==> config.mk <==
export PLATFORM = sky130hd
export DESIGN_NAME = dpr_ctrl_host_flat
export DESIGN_NICKNAME = d
export VERILOG_FILES = /design/src/hw/dpr_pkg.sv /design/src/hw/dpr_link_if.sv /design/src/hw/dpr_buf2.sv /design/src/hw/dpr_ctrl_host.sv /design/src/flat_wrapper.sv
export SDC_FILE = /design/constraint.sdc
export NUM_CORES = 1
export LEC_CHECK = 0
export BUFFER_PORTS_ARGS = -buffer_cell sky130_fd_sc_hd__clkbuf_2
export CAP_MARGIN = 20
export CORE_ASPECT_RATIO = 0.75
export CORE_UTILIZATION = 45
export CTS_BUF_LIST = sky130_fd_sc_hd__clkbuf_4
export DETAILED_ROUTE_END_ITERATION = 12
export PLACE_DENSITY = 0.77
export SKIP_CTS_REPAIR_TIMING = 1
export SLEW_MARGIN = 40
export SYNTH_ARGS = -nofsm -noshare
export SYNTH_HDL_FRONTEND = slang
export SYNTH_SLANG_ARGS = --single-unit
==> constraint.sdc <==
create_clock -name clk -period 5.8 [get_ports clk]
set_input_delay 0.29 -clock clk [delete_from_list [all_inputs] [get_ports clk]]
set_output_delay 0.29 -clock clk [all_outputs]
set_load 0.005 [all_outputs]
==> src/hw/dpr_pkg.sv <==
// Purpose: shared constants and types for the pattern-read link pair
// Assumes: one beat per clk cycle on the data lanes
// Notes: mode register fields follow the address bit positions
package dpr_pkg;
  localparam int ADDR_W = 14;
  localparam int BA_W = 3;
  localparam int DQ_W = 16;
  localparam int MR_NUM = 4;
  localparam int MR_IDX_W = 2;
  localparam int BUF_DEPTH = 2;
  // Mode register selects on the bank address
  localparam logic [BA_W-1:0] BA_MR0 = 3'h0;
  localparam logic [BA_W-1:0] BA_MR1 = 3'h1;
  localparam logic [BA_W-1:0] BA_MR2 = 3'h2;
  localparam logic [BA_W-1:0] BA_MR3 = 3'h3;
  // Field positions
  localparam int MR0_BL_LSB = 0;
  localparam int MR0_CL_LSB = 4;
  localparam int MR1_DLL_OFF_BIT = 0;
  localparam int MR1_AL_LSB = 3;
  localparam int MR2_CWL_LSB = 3;
  localparam int MR3_LOC_LSB = 0;
  localparam int MR3_EN_BIT = 2;
  localparam int A_BC_BIT = 12;
  localparam int A_NIB_BIT = 2;
  localparam logic [ADDR_W-1:0] MR_RST = 14'h0000;
  // Burst length codes
  localparam logic [1:0] BL_FIXED8 = 2'h0;
  localparam logic [1:0] BL_OTF = 2'h1;
  localparam logic [1:0] BL_FIXED4 = 2'h2;
  localparam logic [3:0] BEATS_BL8 = 4'h8;
  localparam logic [3:0] BEATS_BC4 = 4'h4;
  localparam logic [2:0] NIB_LO_START = 3'h0;
  localparam logic [2:0] NIB_HI_START = 3'h4;
  // Latency encodings
  localparam logic [4:0] CL_BASE = 5'h04;
  localparam logic [2:0] CL6_CODE = 3'h2;
  localparam logic [2:0] CWL6_CODE = 3'h1;
  localparam logic [1:0] AL_CL1 = 2'h1;
  localparam logic [1:0] AL_CL2 = 2'h2;
  localparam logic [4:0] RL_PIPE = 5'h02;
  // Pattern location and content, beat 0 in the LSB
  localparam logic [1:0] LOC_CAL = 2'h0;
  localparam logic [7:0] CAL_PATTERN = 8'haa;
  // Timing
  localparam int CLK_PERIOD_NS = 10;
  localparam int T_MOD_NCK = 12;
  localparam int T_CKSRE_NCK = 5;
  localparam int T_XS_NS = 170;
  localparam int T_XS_CYC = (T_XS_NS + CLK_PERIOD_NS - 1) / CLK_PERIOD_NS;
  localparam int READ_GAP_NCK = 32;
  localparam int GAP_W = 6;

  typedef enum logic [2:0] {
    op_nop, op_mode, op_read, op_sr_enter, op_sr_exit
  } dpr_op_e;

  typedef struct packed {
    dpr_op_e op;
    logic [BA_W-1:0] ba;
    logic [ADDR_W-1:0] addr;
  } dpr_cmd_s;
endpackage : dpr_pkg

==> src/hw/dpr_link_if.sv <==
// Purpose: command, address and data lanes between controller and DRAM
// Assumes: both ends run on clk; rising clk is the CK/CK# crossing
// Notes: lane level is dq_dev when dq_dev_oe, else dq_host when dq_host_oe
`timescale 1ns/1ns
`default_nettype none
interface dpr_link_if (
  input wire logic clk
);
  logic cke;
  logic cs_n;
  logic ras_n;
  logic cas_n;
  logic we_n;
  logic odt;
  logic [dpr_pkg::BA_W-1:0] ba;
  logic [dpr_pkg::ADDR_W-1:0] addr;
  logic [dpr_pkg::DQ_W-1:0] dq_dev;
  logic dq_dev_oe;
  logic [dpr_pkg::DQ_W-1:0] dq_host;
  logic dq_host_oe;
  logic dqs_dev;
  logic dqs_dev_oe;

  modport dev (
    input clk, cke, cs_n, ras_n, cas_n, we_n, odt, ba, addr,
    input dq_host, dq_host_oe,
    output dq_dev, dq_dev_oe, dqs_dev, dqs_dev_oe
  );
  modport host (
    input clk, dq_dev, dq_dev_oe, dqs_dev, dqs_dev_oe,
    output cke, cs_n, ras_n, cas_n, we_n, odt, ba, addr,
    output dq_host, dq_host_oe
  );
endinterface : dpr_link_if
`default_nettype wire

==> src/hw/dpr_buf2.sv <==
// Purpose: two-entry buffer with valid and ready on both sides
// Assumes: single clock, synchronous reset
// Notes: output data comes straight from the storage flops
`timescale 1ns/1ns
`default_nettype none
module dpr_buf2 #(
  parameter int W = 20
) (
  input wire logic clk,
  input wire logic reset,
  input wire logic in_valid,
  output logic in_ready,
  input wire logic [W-1:0] in_data,
  output logic out_valid,
  input wire logic out_ready,
  output logic [W-1:0] out_data
);
  import dpr_pkg::*;
  logic [W-1:0] mem_q [BUF_DEPTH];
  logic [W-1:0] mem_d [BUF_DEPTH];
  logic wp_q, wp_d, rp_q, rp_d;
  logic [1:0] cnt_q, cnt_d;
  logic push, pop;

  assign in_ready = (cnt_q != 2'(BUF_DEPTH));
  assign out_valid = (cnt_q != 2'h0);
  assign out_data = mem_q[rp_q];
  assign push = in_valid & in_ready;
  assign pop = out_valid & out_ready;

  always_comb begin
    mem_d = mem_q;
    wp_d = wp_q;
    rp_d = rp_q;
    cnt_d = cnt_q;
    if (push) begin
      mem_d[wp_q] = in_data;
      wp_d = ~wp_q;
    end
    if (pop) begin
      rp_d = ~rp_q;
    end
    if (push && !pop) begin
      cnt_d = cnt_q + 2'h1;
    end else if (pop && !push) begin
      cnt_d = cnt_q - 2'h1;
    end
  end

  always_ff @(posedge clk) begin
    if (reset) begin
      mem_q <= '{default: '0};
      wp_q <= 1'b0;
      rp_q <= 1'b0;
      cnt_q <= 2'h0;
    end else begin
      mem_q <= mem_d;
      wp_q <= wp_d;
      rp_q <= rp_d;
      cnt_q <= cnt_d;
    end
  end
endmodule : dpr_buf2
`default_nettype wire

==> src/hw/dpr_ctrl_host.sv <==
// Purpose: controller end issuing mode, read and self-refresh commands
// Assumes: user commands queue in a two-entry buffer
// Notes: odt held low and host never drives the data lanes
`timescale 1ns/1ns
`default_nettype none
module dpr_ctrl_host (
  input wire logic clk,
  input wire logic reset,
  dpr_link_if.host link,
  input wire logic cmd_valid,
  output logic cmd_ready,
  input wire dpr_pkg::dpr_cmd_s cmd,
  output logic cmd_refused,
  output logic rd_valid,
  output logic [dpr_pkg::DQ_W-1:0] rd_data
);
  import dpr_pkg::*;
  logic q_valid, take, ok, bl8, dll_next;
  logic [$bits(dpr_cmd_s)-1:0] q_word;
  dpr_cmd_s qc;
  logic [ADDR_W-1:0] a;
  logic [GAP_W-1:0] gap_q, gap_d;
  logic cke_q, cke_d, cs_n_q, cs_n_d, ras_n_q, ras_n_d;
  logic cas_n_q, cas_n_d, we_n_q, we_n_d;
  logic [BA_W-1:0] ba_q, ba_d;
  logic [ADDR_W-1:0] addr_q, addr_d;
  logic sr_q, sr_d, pat_q, pat_d, dll_off_q, dll_off_d;
  logic [1:0] bl_q, bl_d;
  logic ref_q, ref_d, rv_q, rv_d;
  logic [DQ_W-1:0] rd_q, rd_d;

  dpr_buf2 #(.W($bits(dpr_cmd_s))) u_cmd_buf (
    .clk(clk),
    .reset(reset),
    .in_valid(cmd_valid),
    .in_ready(cmd_ready),
    .in_data(cmd),
    .out_valid(q_valid),
    .out_ready(take),
    .out_data(q_word)
  );

  assign qc = dpr_cmd_s'(q_word);
  assign take = q_valid & (gap_q == '0);

  always_comb begin
    a = qc.addr;
    ok = 1'b1;
    if (pat_q && !(qc.op == op_read ||
        (qc.op == op_mode && qc.ba == BA_MR3))) begin
      ok = 1'b0;
    end
    if (qc.op == op_read && pat_q && dll_off_q) begin
      ok = 1'b0;
    end
    if (sr_q ? (qc.op != op_sr_exit) : (qc.op == op_sr_exit)) begin
      ok = 1'b0;
    end
    dll_next = (qc.ba == BA_MR1) ? a[MR1_DLL_OFF_BIT] : dll_off_q;
    bl8 = (bl_q == BL_FIXED8) || (bl_q == BL_OTF && a[A_BC_BIT]);
    cs_n_d = 1'b1;
    ras_n_d = 1'b1;
    cas_n_d = 1'b1;
    we_n_d = 1'b1;
    cke_d = cke_q;
    ba_d = ba_q;
    addr_d = addr_q;
    sr_d = sr_q;
    pat_d = pat_q;
    dll_off_d = dll_off_q;
    bl_d = bl_q;
    ref_d = 1'b0;
    gap_d = (gap_q == '0) ? gap_q : gap_q - 1'b1;
    if (take && !ok) begin
      ref_d = 1'b1;
    end else if (take) begin
      case (qc.op)
        op_mode: begin
          if (dll_next && qc.ba == BA_MR0) begin
            a[MR0_CL_LSB +: 3] = CL6_CODE;
          end
          if (dll_next && qc.ba == BA_MR2) begin
            a[MR2_CWL_LSB +: 3] = CWL6_CODE;
          end
          {cs_n_d, ras_n_d, cas_n_d, we_n_d} = 4'h0;
          ba_d = qc.ba;
          addr_d = a;
          if (qc.ba == BA_MR0) bl_d = a[MR0_BL_LSB +: 2];
          if (qc.ba == BA_MR1) dll_off_d = a[MR1_DLL_OFF_BIT];
          if (qc.ba == BA_MR3) pat_d = a[MR3_EN_BIT];
          gap_d = GAP_W'(T_MOD_NCK);
        end
        op_read: begin
          a[1:0] = 2'h0;
          if (bl8) a[A_NIB_BIT] = 1'b0;
          cs_n_d = 1'b0;
          cas_n_d = 1'b0;
          ba_d = qc.ba;
          addr_d = a;
          gap_d = GAP_W'(READ_GAP_NCK);
        end
        op_sr_enter: begin
          {cs_n_d, ras_n_d, cas_n_d} = 3'h0;
          cke_d = 1'b0;
          sr_d = 1'b1;
          gap_d = GAP_W'(T_CKSRE_NCK);
        end
        op_sr_exit: begin
          cke_d = 1'b1;
          sr_d = 1'b0;
          gap_d = GAP_W'(T_XS_CYC);
        end
        default: begin
          cs_n_d = 1'b0;
        end
      endcase
    end
    rv_d = link.dq_dev_oe;
    rd_d = link.dq_dev_oe ? link.dq_dev : rd_q;
  end

  always_ff @(posedge clk) begin
    if (reset) begin
      gap_q <= '0;
      cke_q <= 1'b1;
      cs_n_q <= 1'b1;
      ras_n_q <= 1'b1;
      cas_n_q <= 1'b1;
      we_n_q <= 1'b1;
      ba_q <= '0;
      addr_q <= '0;
      sr_q <= 1'b0;
      pat_q <= 1'b0;
      dll_off_q <= 1'b0;
      bl_q <= BL_FIXED8;
      ref_q <= 1'b0;
      rv_q <= 1'b0;
      rd_q <= '0;
    end else begin
      gap_q <= gap_d;
      cke_q <= cke_d;
      cs_n_q <= cs_n_d;
      ras_n_q <= ras_n_d;
      cas_n_q <= cas_n_d;
      we_n_q <= we_n_d;
      ba_q <= ba_d;
      addr_q <= addr_d;
      sr_q <= sr_d;
      pat_q <= pat_d;
      dll_off_q <= dll_off_d;
      bl_q <= bl_d;
      ref_q <= ref_d;
      rv_q <= rv_d;
      rd_q <= rd_d;
    end
  end

  assign link.cke = cke_q;
  assign link.cs_n = cs_n_q;
  assign link.ras_n = ras_n_q;
  assign link.cas_n = cas_n_q;
  assign link.we_n = we_n_q;
  assign link.ba = ba_q;
  assign link.addr = addr_q;
  assign link.odt = 1'b0;
  assign link.dq_host = '0;
  assign link.dq_host_oe = 1'b0;
  assign cmd_refused = ref_q;
  assign rd_valid = rv_q;
  assign rd_data = rd_q;
endmodule : dpr_ctrl_host
`default_nettype wire

==> src/flat_wrapper.sv <==
// flat-port wrapper written by rule: the top's interface ports become plain ports
module dpr_ctrl_host_flat import dpr_pkg::*;
  (clk, reset, cmd_valid, cmd_ready, cmd, cmd_refused, rd_valid, rd_data, link_dq_dev, link_dq_dev_oe, link_dqs_dev, link_dqs_dev_oe, link_cke, link_cs_n, link_ras_n, link_cas_n, link_we_n, link_odt, link_ba, link_addr, link_dq_host, link_dq_host_oe);
  dpr_link_if link_i (.clk(clk));
  input wire logic clk;
  input wire logic reset;
  input wire logic cmd_valid;
  output logic cmd_ready;
  input wire dpr_pkg::dpr_cmd_s cmd;
  output logic cmd_refused;
  output logic rd_valid;
  output logic [dpr_pkg::DQ_W-1:0] rd_data;
  input wire logic [$bits(link_i.dq_dev)-1:0] link_dq_dev;
  input wire logic [$bits(link_i.dq_dev_oe)-1:0] link_dq_dev_oe;
  input wire logic [$bits(link_i.dqs_dev)-1:0] link_dqs_dev;
  input wire logic [$bits(link_i.dqs_dev_oe)-1:0] link_dqs_dev_oe;
  output wire logic [$bits(link_i.cke)-1:0] link_cke;
  output wire logic [$bits(link_i.cs_n)-1:0] link_cs_n;
  output wire logic [$bits(link_i.ras_n)-1:0] link_ras_n;
  output wire logic [$bits(link_i.cas_n)-1:0] link_cas_n;
  output wire logic [$bits(link_i.we_n)-1:0] link_we_n;
  output wire logic [$bits(link_i.odt)-1:0] link_odt;
  output wire logic [$bits(link_i.ba)-1:0] link_ba;
  output wire logic [$bits(link_i.addr)-1:0] link_addr;
  output wire logic [$bits(link_i.dq_host)-1:0] link_dq_host;
  output wire logic [$bits(link_i.dq_host_oe)-1:0] link_dq_host_oe;
  assign link_i.dq_dev = link_dq_dev;
  assign link_i.dq_dev_oe = link_dq_dev_oe;
  assign link_i.dqs_dev = link_dqs_dev;
  assign link_i.dqs_dev_oe = link_dqs_dev_oe;
  assign link_cke = link_i.cke;
  assign link_cs_n = link_i.cs_n;
  assign link_ras_n = link_i.ras_n;
  assign link_cas_n = link_i.cas_n;
  assign link_we_n = link_i.we_n;
  assign link_odt = link_i.odt;
  assign link_ba = link_i.ba;
  assign link_addr = link_i.addr;
  assign link_dq_host = link_i.dq_host;
  assign link_dq_host_oe = link_i.dq_host_oe;
  dpr_ctrl_host u_core (.clk(clk), .reset(reset), .link(link_i), .cmd_valid(cmd_valid), .cmd_ready(cmd_ready), .cmd(cmd), .cmd_refused(cmd_refused), .rd_valid(rd_valid), .rd_data(rd_data));
endmodule
==> flow_summary.yaml <==
grt:
  grt_max_degree: 51
  grtUsageTotal_pct: 20.6
  grt_overflow: 0
  grt_pass1_wl_mm: 15.6
  grt_antenna_before_repair: 0
  grt_pass1_vias: 3223
route:
  drtIter0Drc: 181
  drc: 0
  avgRoutedWirePerCell_um: 14.1
  drt_first_pass_iters: 4
  ant_nets: 0
  post_drt_via_cell_ratio: 5.18
  num_vias: 3519
  routed_wl_mm: 9.57
setup_path:
  r2r_cells: 6
  worst_setup_path_start_kind: "flip-flop"
  critical_path_required_ns: 6.17
  worstPathMaxFanout: 34
  cp-endpoint: "u_core.gap_q[4]"
  max_stage_delay_ns: 0.69
  crit_chain: "buf_4, nor4b_2, nor3_2, o21ai_1, nor3_1, o31a_1"
  timing.rr.start: "u_core.u_cmd_buf.rp_q"
  end_kind: "flip-flop"
  rrSetupSlack_ns: 3.33
  criticalPathCategory: "flip-flop to flip-flop"
  r2r-end: "u_core.gap_q[4]"
  startpoint: "u_core.u_cmd_buf.rp_q"
  slowest_stage: "o21ai_1"
  arrival_ns: 2.84
run:
  cap_violations: 0
cts:
  cts_sinks: 95
  htree_levels: 3
  cts_max_path_buffers: 2
  cts_tree: "done"
  clk_pin_slew_ns: 0.14
  insertion_delay_ns: 0.46
  cts_made_buffers: 9
  ctsRootBufferMaster: "clkbuf_4"
yosys:
  synth_cell_types: 57
  synth_edf_count: 0
  ys_ff_latch: 95
  synth_largest_area_cell: "dfxtp_1"
  postSynthAreaPerCell_um2: 8.76
  synth-main-ff-cell: "dfxtp_1"
  async_flop_share_pct: 0
  yosys_warnings: 0
  netlist_area_um2: 4250
  synth_cells: 485
  ys_top_cells_by_area: "dfxtp_1, nand2_1, mux2i_1, a21oi_1, buf_4"
  synth-seq-area-share_pct: 44.7
  netlist.area_leader.share_pct: 44.7
cells_and_area:
  fillers: 900
  area_growth_pct: 12.5
  antennaDiodeCount: 0
  drive_above_1_share_pct: 21.8
  fin_area_um2: 4780
  layout.nets: 591
power:
  p_total_w: 0.00168
  switching_share_pct: 34.3
  clkPwrFrac_pct: 23.2
  internal-power_w: 0.00111
  ir_drop_uv: 150
  seqPwrFrac_pct: 46.3
  p_sw_w: 0.000578
  cellLeakagePower_nw: 1.92
  p_per_area_nw_per_um2: 352
  pwr-share-comb_pct: 30.5
floorplan:
  row_count: 30
  core_area_um2: 9120
  initial_core_util_pct: 46.6
  die_w_um: 114
  die_h_um: 86.2
  dieArea_um2: 9840
  pin_count: 101
place:
  dp_hpwl_mm: 6.85
  place_area_um2: 4620
  portBuffers: 80
  gp_congestion: 0.880
sta:
  worstMarginPinSlew_ns: 0.839
  hold_viol_final: 0
  final-setup-viol-count: 0
  whs_ns: 0.0408
  slew_violations: 0
  finalCriticalPeriod_ns: 2.47
  rsz0062_at_grt: "no"
  tns_ns: 0
  relSlewSlack_pct: 43.7
  finalCritPeriodShare_pct: 42.6
  clock.fmax_mhz: 405
  fin_skew_ns: 0.0200
run_status:
  outcome: "finished clean"
hold_path:
  hp-class: "input pin to flip-flop"
## cell usage after synthesis (all sizes together), types with 3 or more instances
library cell,instances
a211oi,11
a21oi,56
a31oi,4
mux2i,36
dfxtp,95
o21ai,9
or3,3
nand2b,4
or2,5
nor4b,4
inv,10
mux2,3
nand2,99
buf,34
o32ai,3
a21o,3
xor2,4
xnor2,4
clkbuf,17
nor3,7
a22o,3
o211ai,5
nor2,28
## power by group through the flow
stage                     combinational (W)  sequential [W]  clock (W)
final                              0.000514        0.000780   0.000390
after global placement             0.000490        0.000790          0
after floorplan                    0.000402        0.000786          0
after CTS                          0.000512        0.000779   0.000402
after global routing               0.000578        0.000791   0.000426
after detailed placement           0.000510        0.000793          0
## sequential cells by signal, summed over array words and instances (netlist names), 2 cells and up
name,count
u_core.u_cmd_buf.cnt_q,2
u_core.link.addr,14
u_core.bl_q,2
u_core.gap_q,6
u_core.rd_data,16
u_core.link.ba,3
u_core.u_cmd_buf.mem_q,40
## critical path, delay by kind of cell (launching register included)
family          cells  cell delay [ns]
simple gates        3             0.78
buf+inv             1             0.26
flops               1             0.32
compound gates      2             1.02
## logic make-up (layout without fill, tap and decap cells)
| group | after synthesis | count (layout) | synth area share, % |
|---|---|---|---|
| AOI/OAI and AO/OA | 110 | 110 | 17.0 |
| xor gates and xnor gates | 8 | 8 | 1.65 |
| adders and majority gates | 2 | 2 | 0.589 |
| buffers and inverters | 61 | 110 | 7.57 |
| DFF | 95 | 95 | 44.7 |
| muxes | 39 | 39 | 9.27 |
| other | 1 | 18 | 0.0882 |
| and+or+nand+nor | 169 | 169 | 19.1 |
## how the worst min path moves through the flow
| stage | startpoint | end | slack (ns) | depth (start not counted) |
|---|---|---|---|---|
| 6_report | cmd[10] | u_core.u_cmd_buf.mem_q[30] | 0.04 | 3 |
| 5_1_grt | cmd[12] | u_core.u_cmd_buf.mem_q[12] | 0.02 | 3 |
| 4_1_cts | cmd[10] | u_core.u_cmd_buf.mem_q[30] | 0.01 | 3 |
| 3_5_place_dp | u_core.link.addr[0] | u_core.link.addr[0] | 0.45 | 2 |
| 3_3_place_gp | u_core.u_cmd_buf.mem_q[0] | u_core.u_cmd_buf.mem_q[0] | 0.44 | 2 |
| 2_1_floorplan | cmd[0] | u_core.u_cmd_buf.mem_q[0] | 0.43 | 2 |
## area by class of cell
class | count | area [µm²] | share of cell area [%]
well taps | 128 | 160 | 3.35
multi-input cells | 346 | 2100 | 43.8
flip-flops and latches | 95 | 1900 | 39.8
clock buffers | 9 | 67.6 | 1.41
inverters | 10 | 37.5 | 0.785
repair buffers | 85 | 433 | 9.06
clock inverters | 6 | 85.1 | 1.78
## cells in the final DEF, fill, tap and decap left out, drive strengths merged, types with 3 or more instances in the layout
cell type | synthesis | final
o211ai | 5 | 5
dfxtp | 95 | 95
a211oi | 11 | 11
nor3 | 7 | 7
or3 | 3 | 3
nor2 | 28 | 28
mux2 | 3 | 3
buf | 34 | 5
a31oi | 4 | 4
a21o | 3 | 3
conb | 1 | 18
clkbuf | 17 | 89
mux2i | 36 | 36
xnor2 | 4 | 4
a22o | 3 | 3
nor4b | 4 | 4
xor2 | 4 | 4
nand2 | 99 | 99
or2 | 5 | 5
o21ai | 9 | 9
o32ai | 3 | 3
a21oi | 56 | 56
nand2b | 4 | 4
inv | 10 | 11
## stage by stage
step / utilization [%] / setup slack, ns / std cells
floorplan: - / 3.81 / 502
global placement: 50.6 / 3.17 / 662
detailed placement: 50.7 / 3.38 / 664
CTS: 52.4 / 3.37 / 679
global route: 52.4 / 3.16 / 679
finish: 52.4 / 3.33 / 679
## routing by layer
| layer | global-route usage, % | vias up | share of wire [%] |
|---|---|---|---|
| met5 | 0 | - | 0 |
| met4 | 6.14 | 0 | 1.2 |
| met3 | 5.30 | 12 | 5.4 |
| met2 | 31.8 | 91 | 46 |
| met1 | 28.2 | 1640 | 48 |
| li1 | - | 1776 | - |
No activity file was read; power rests on OpenSTA's default activity.
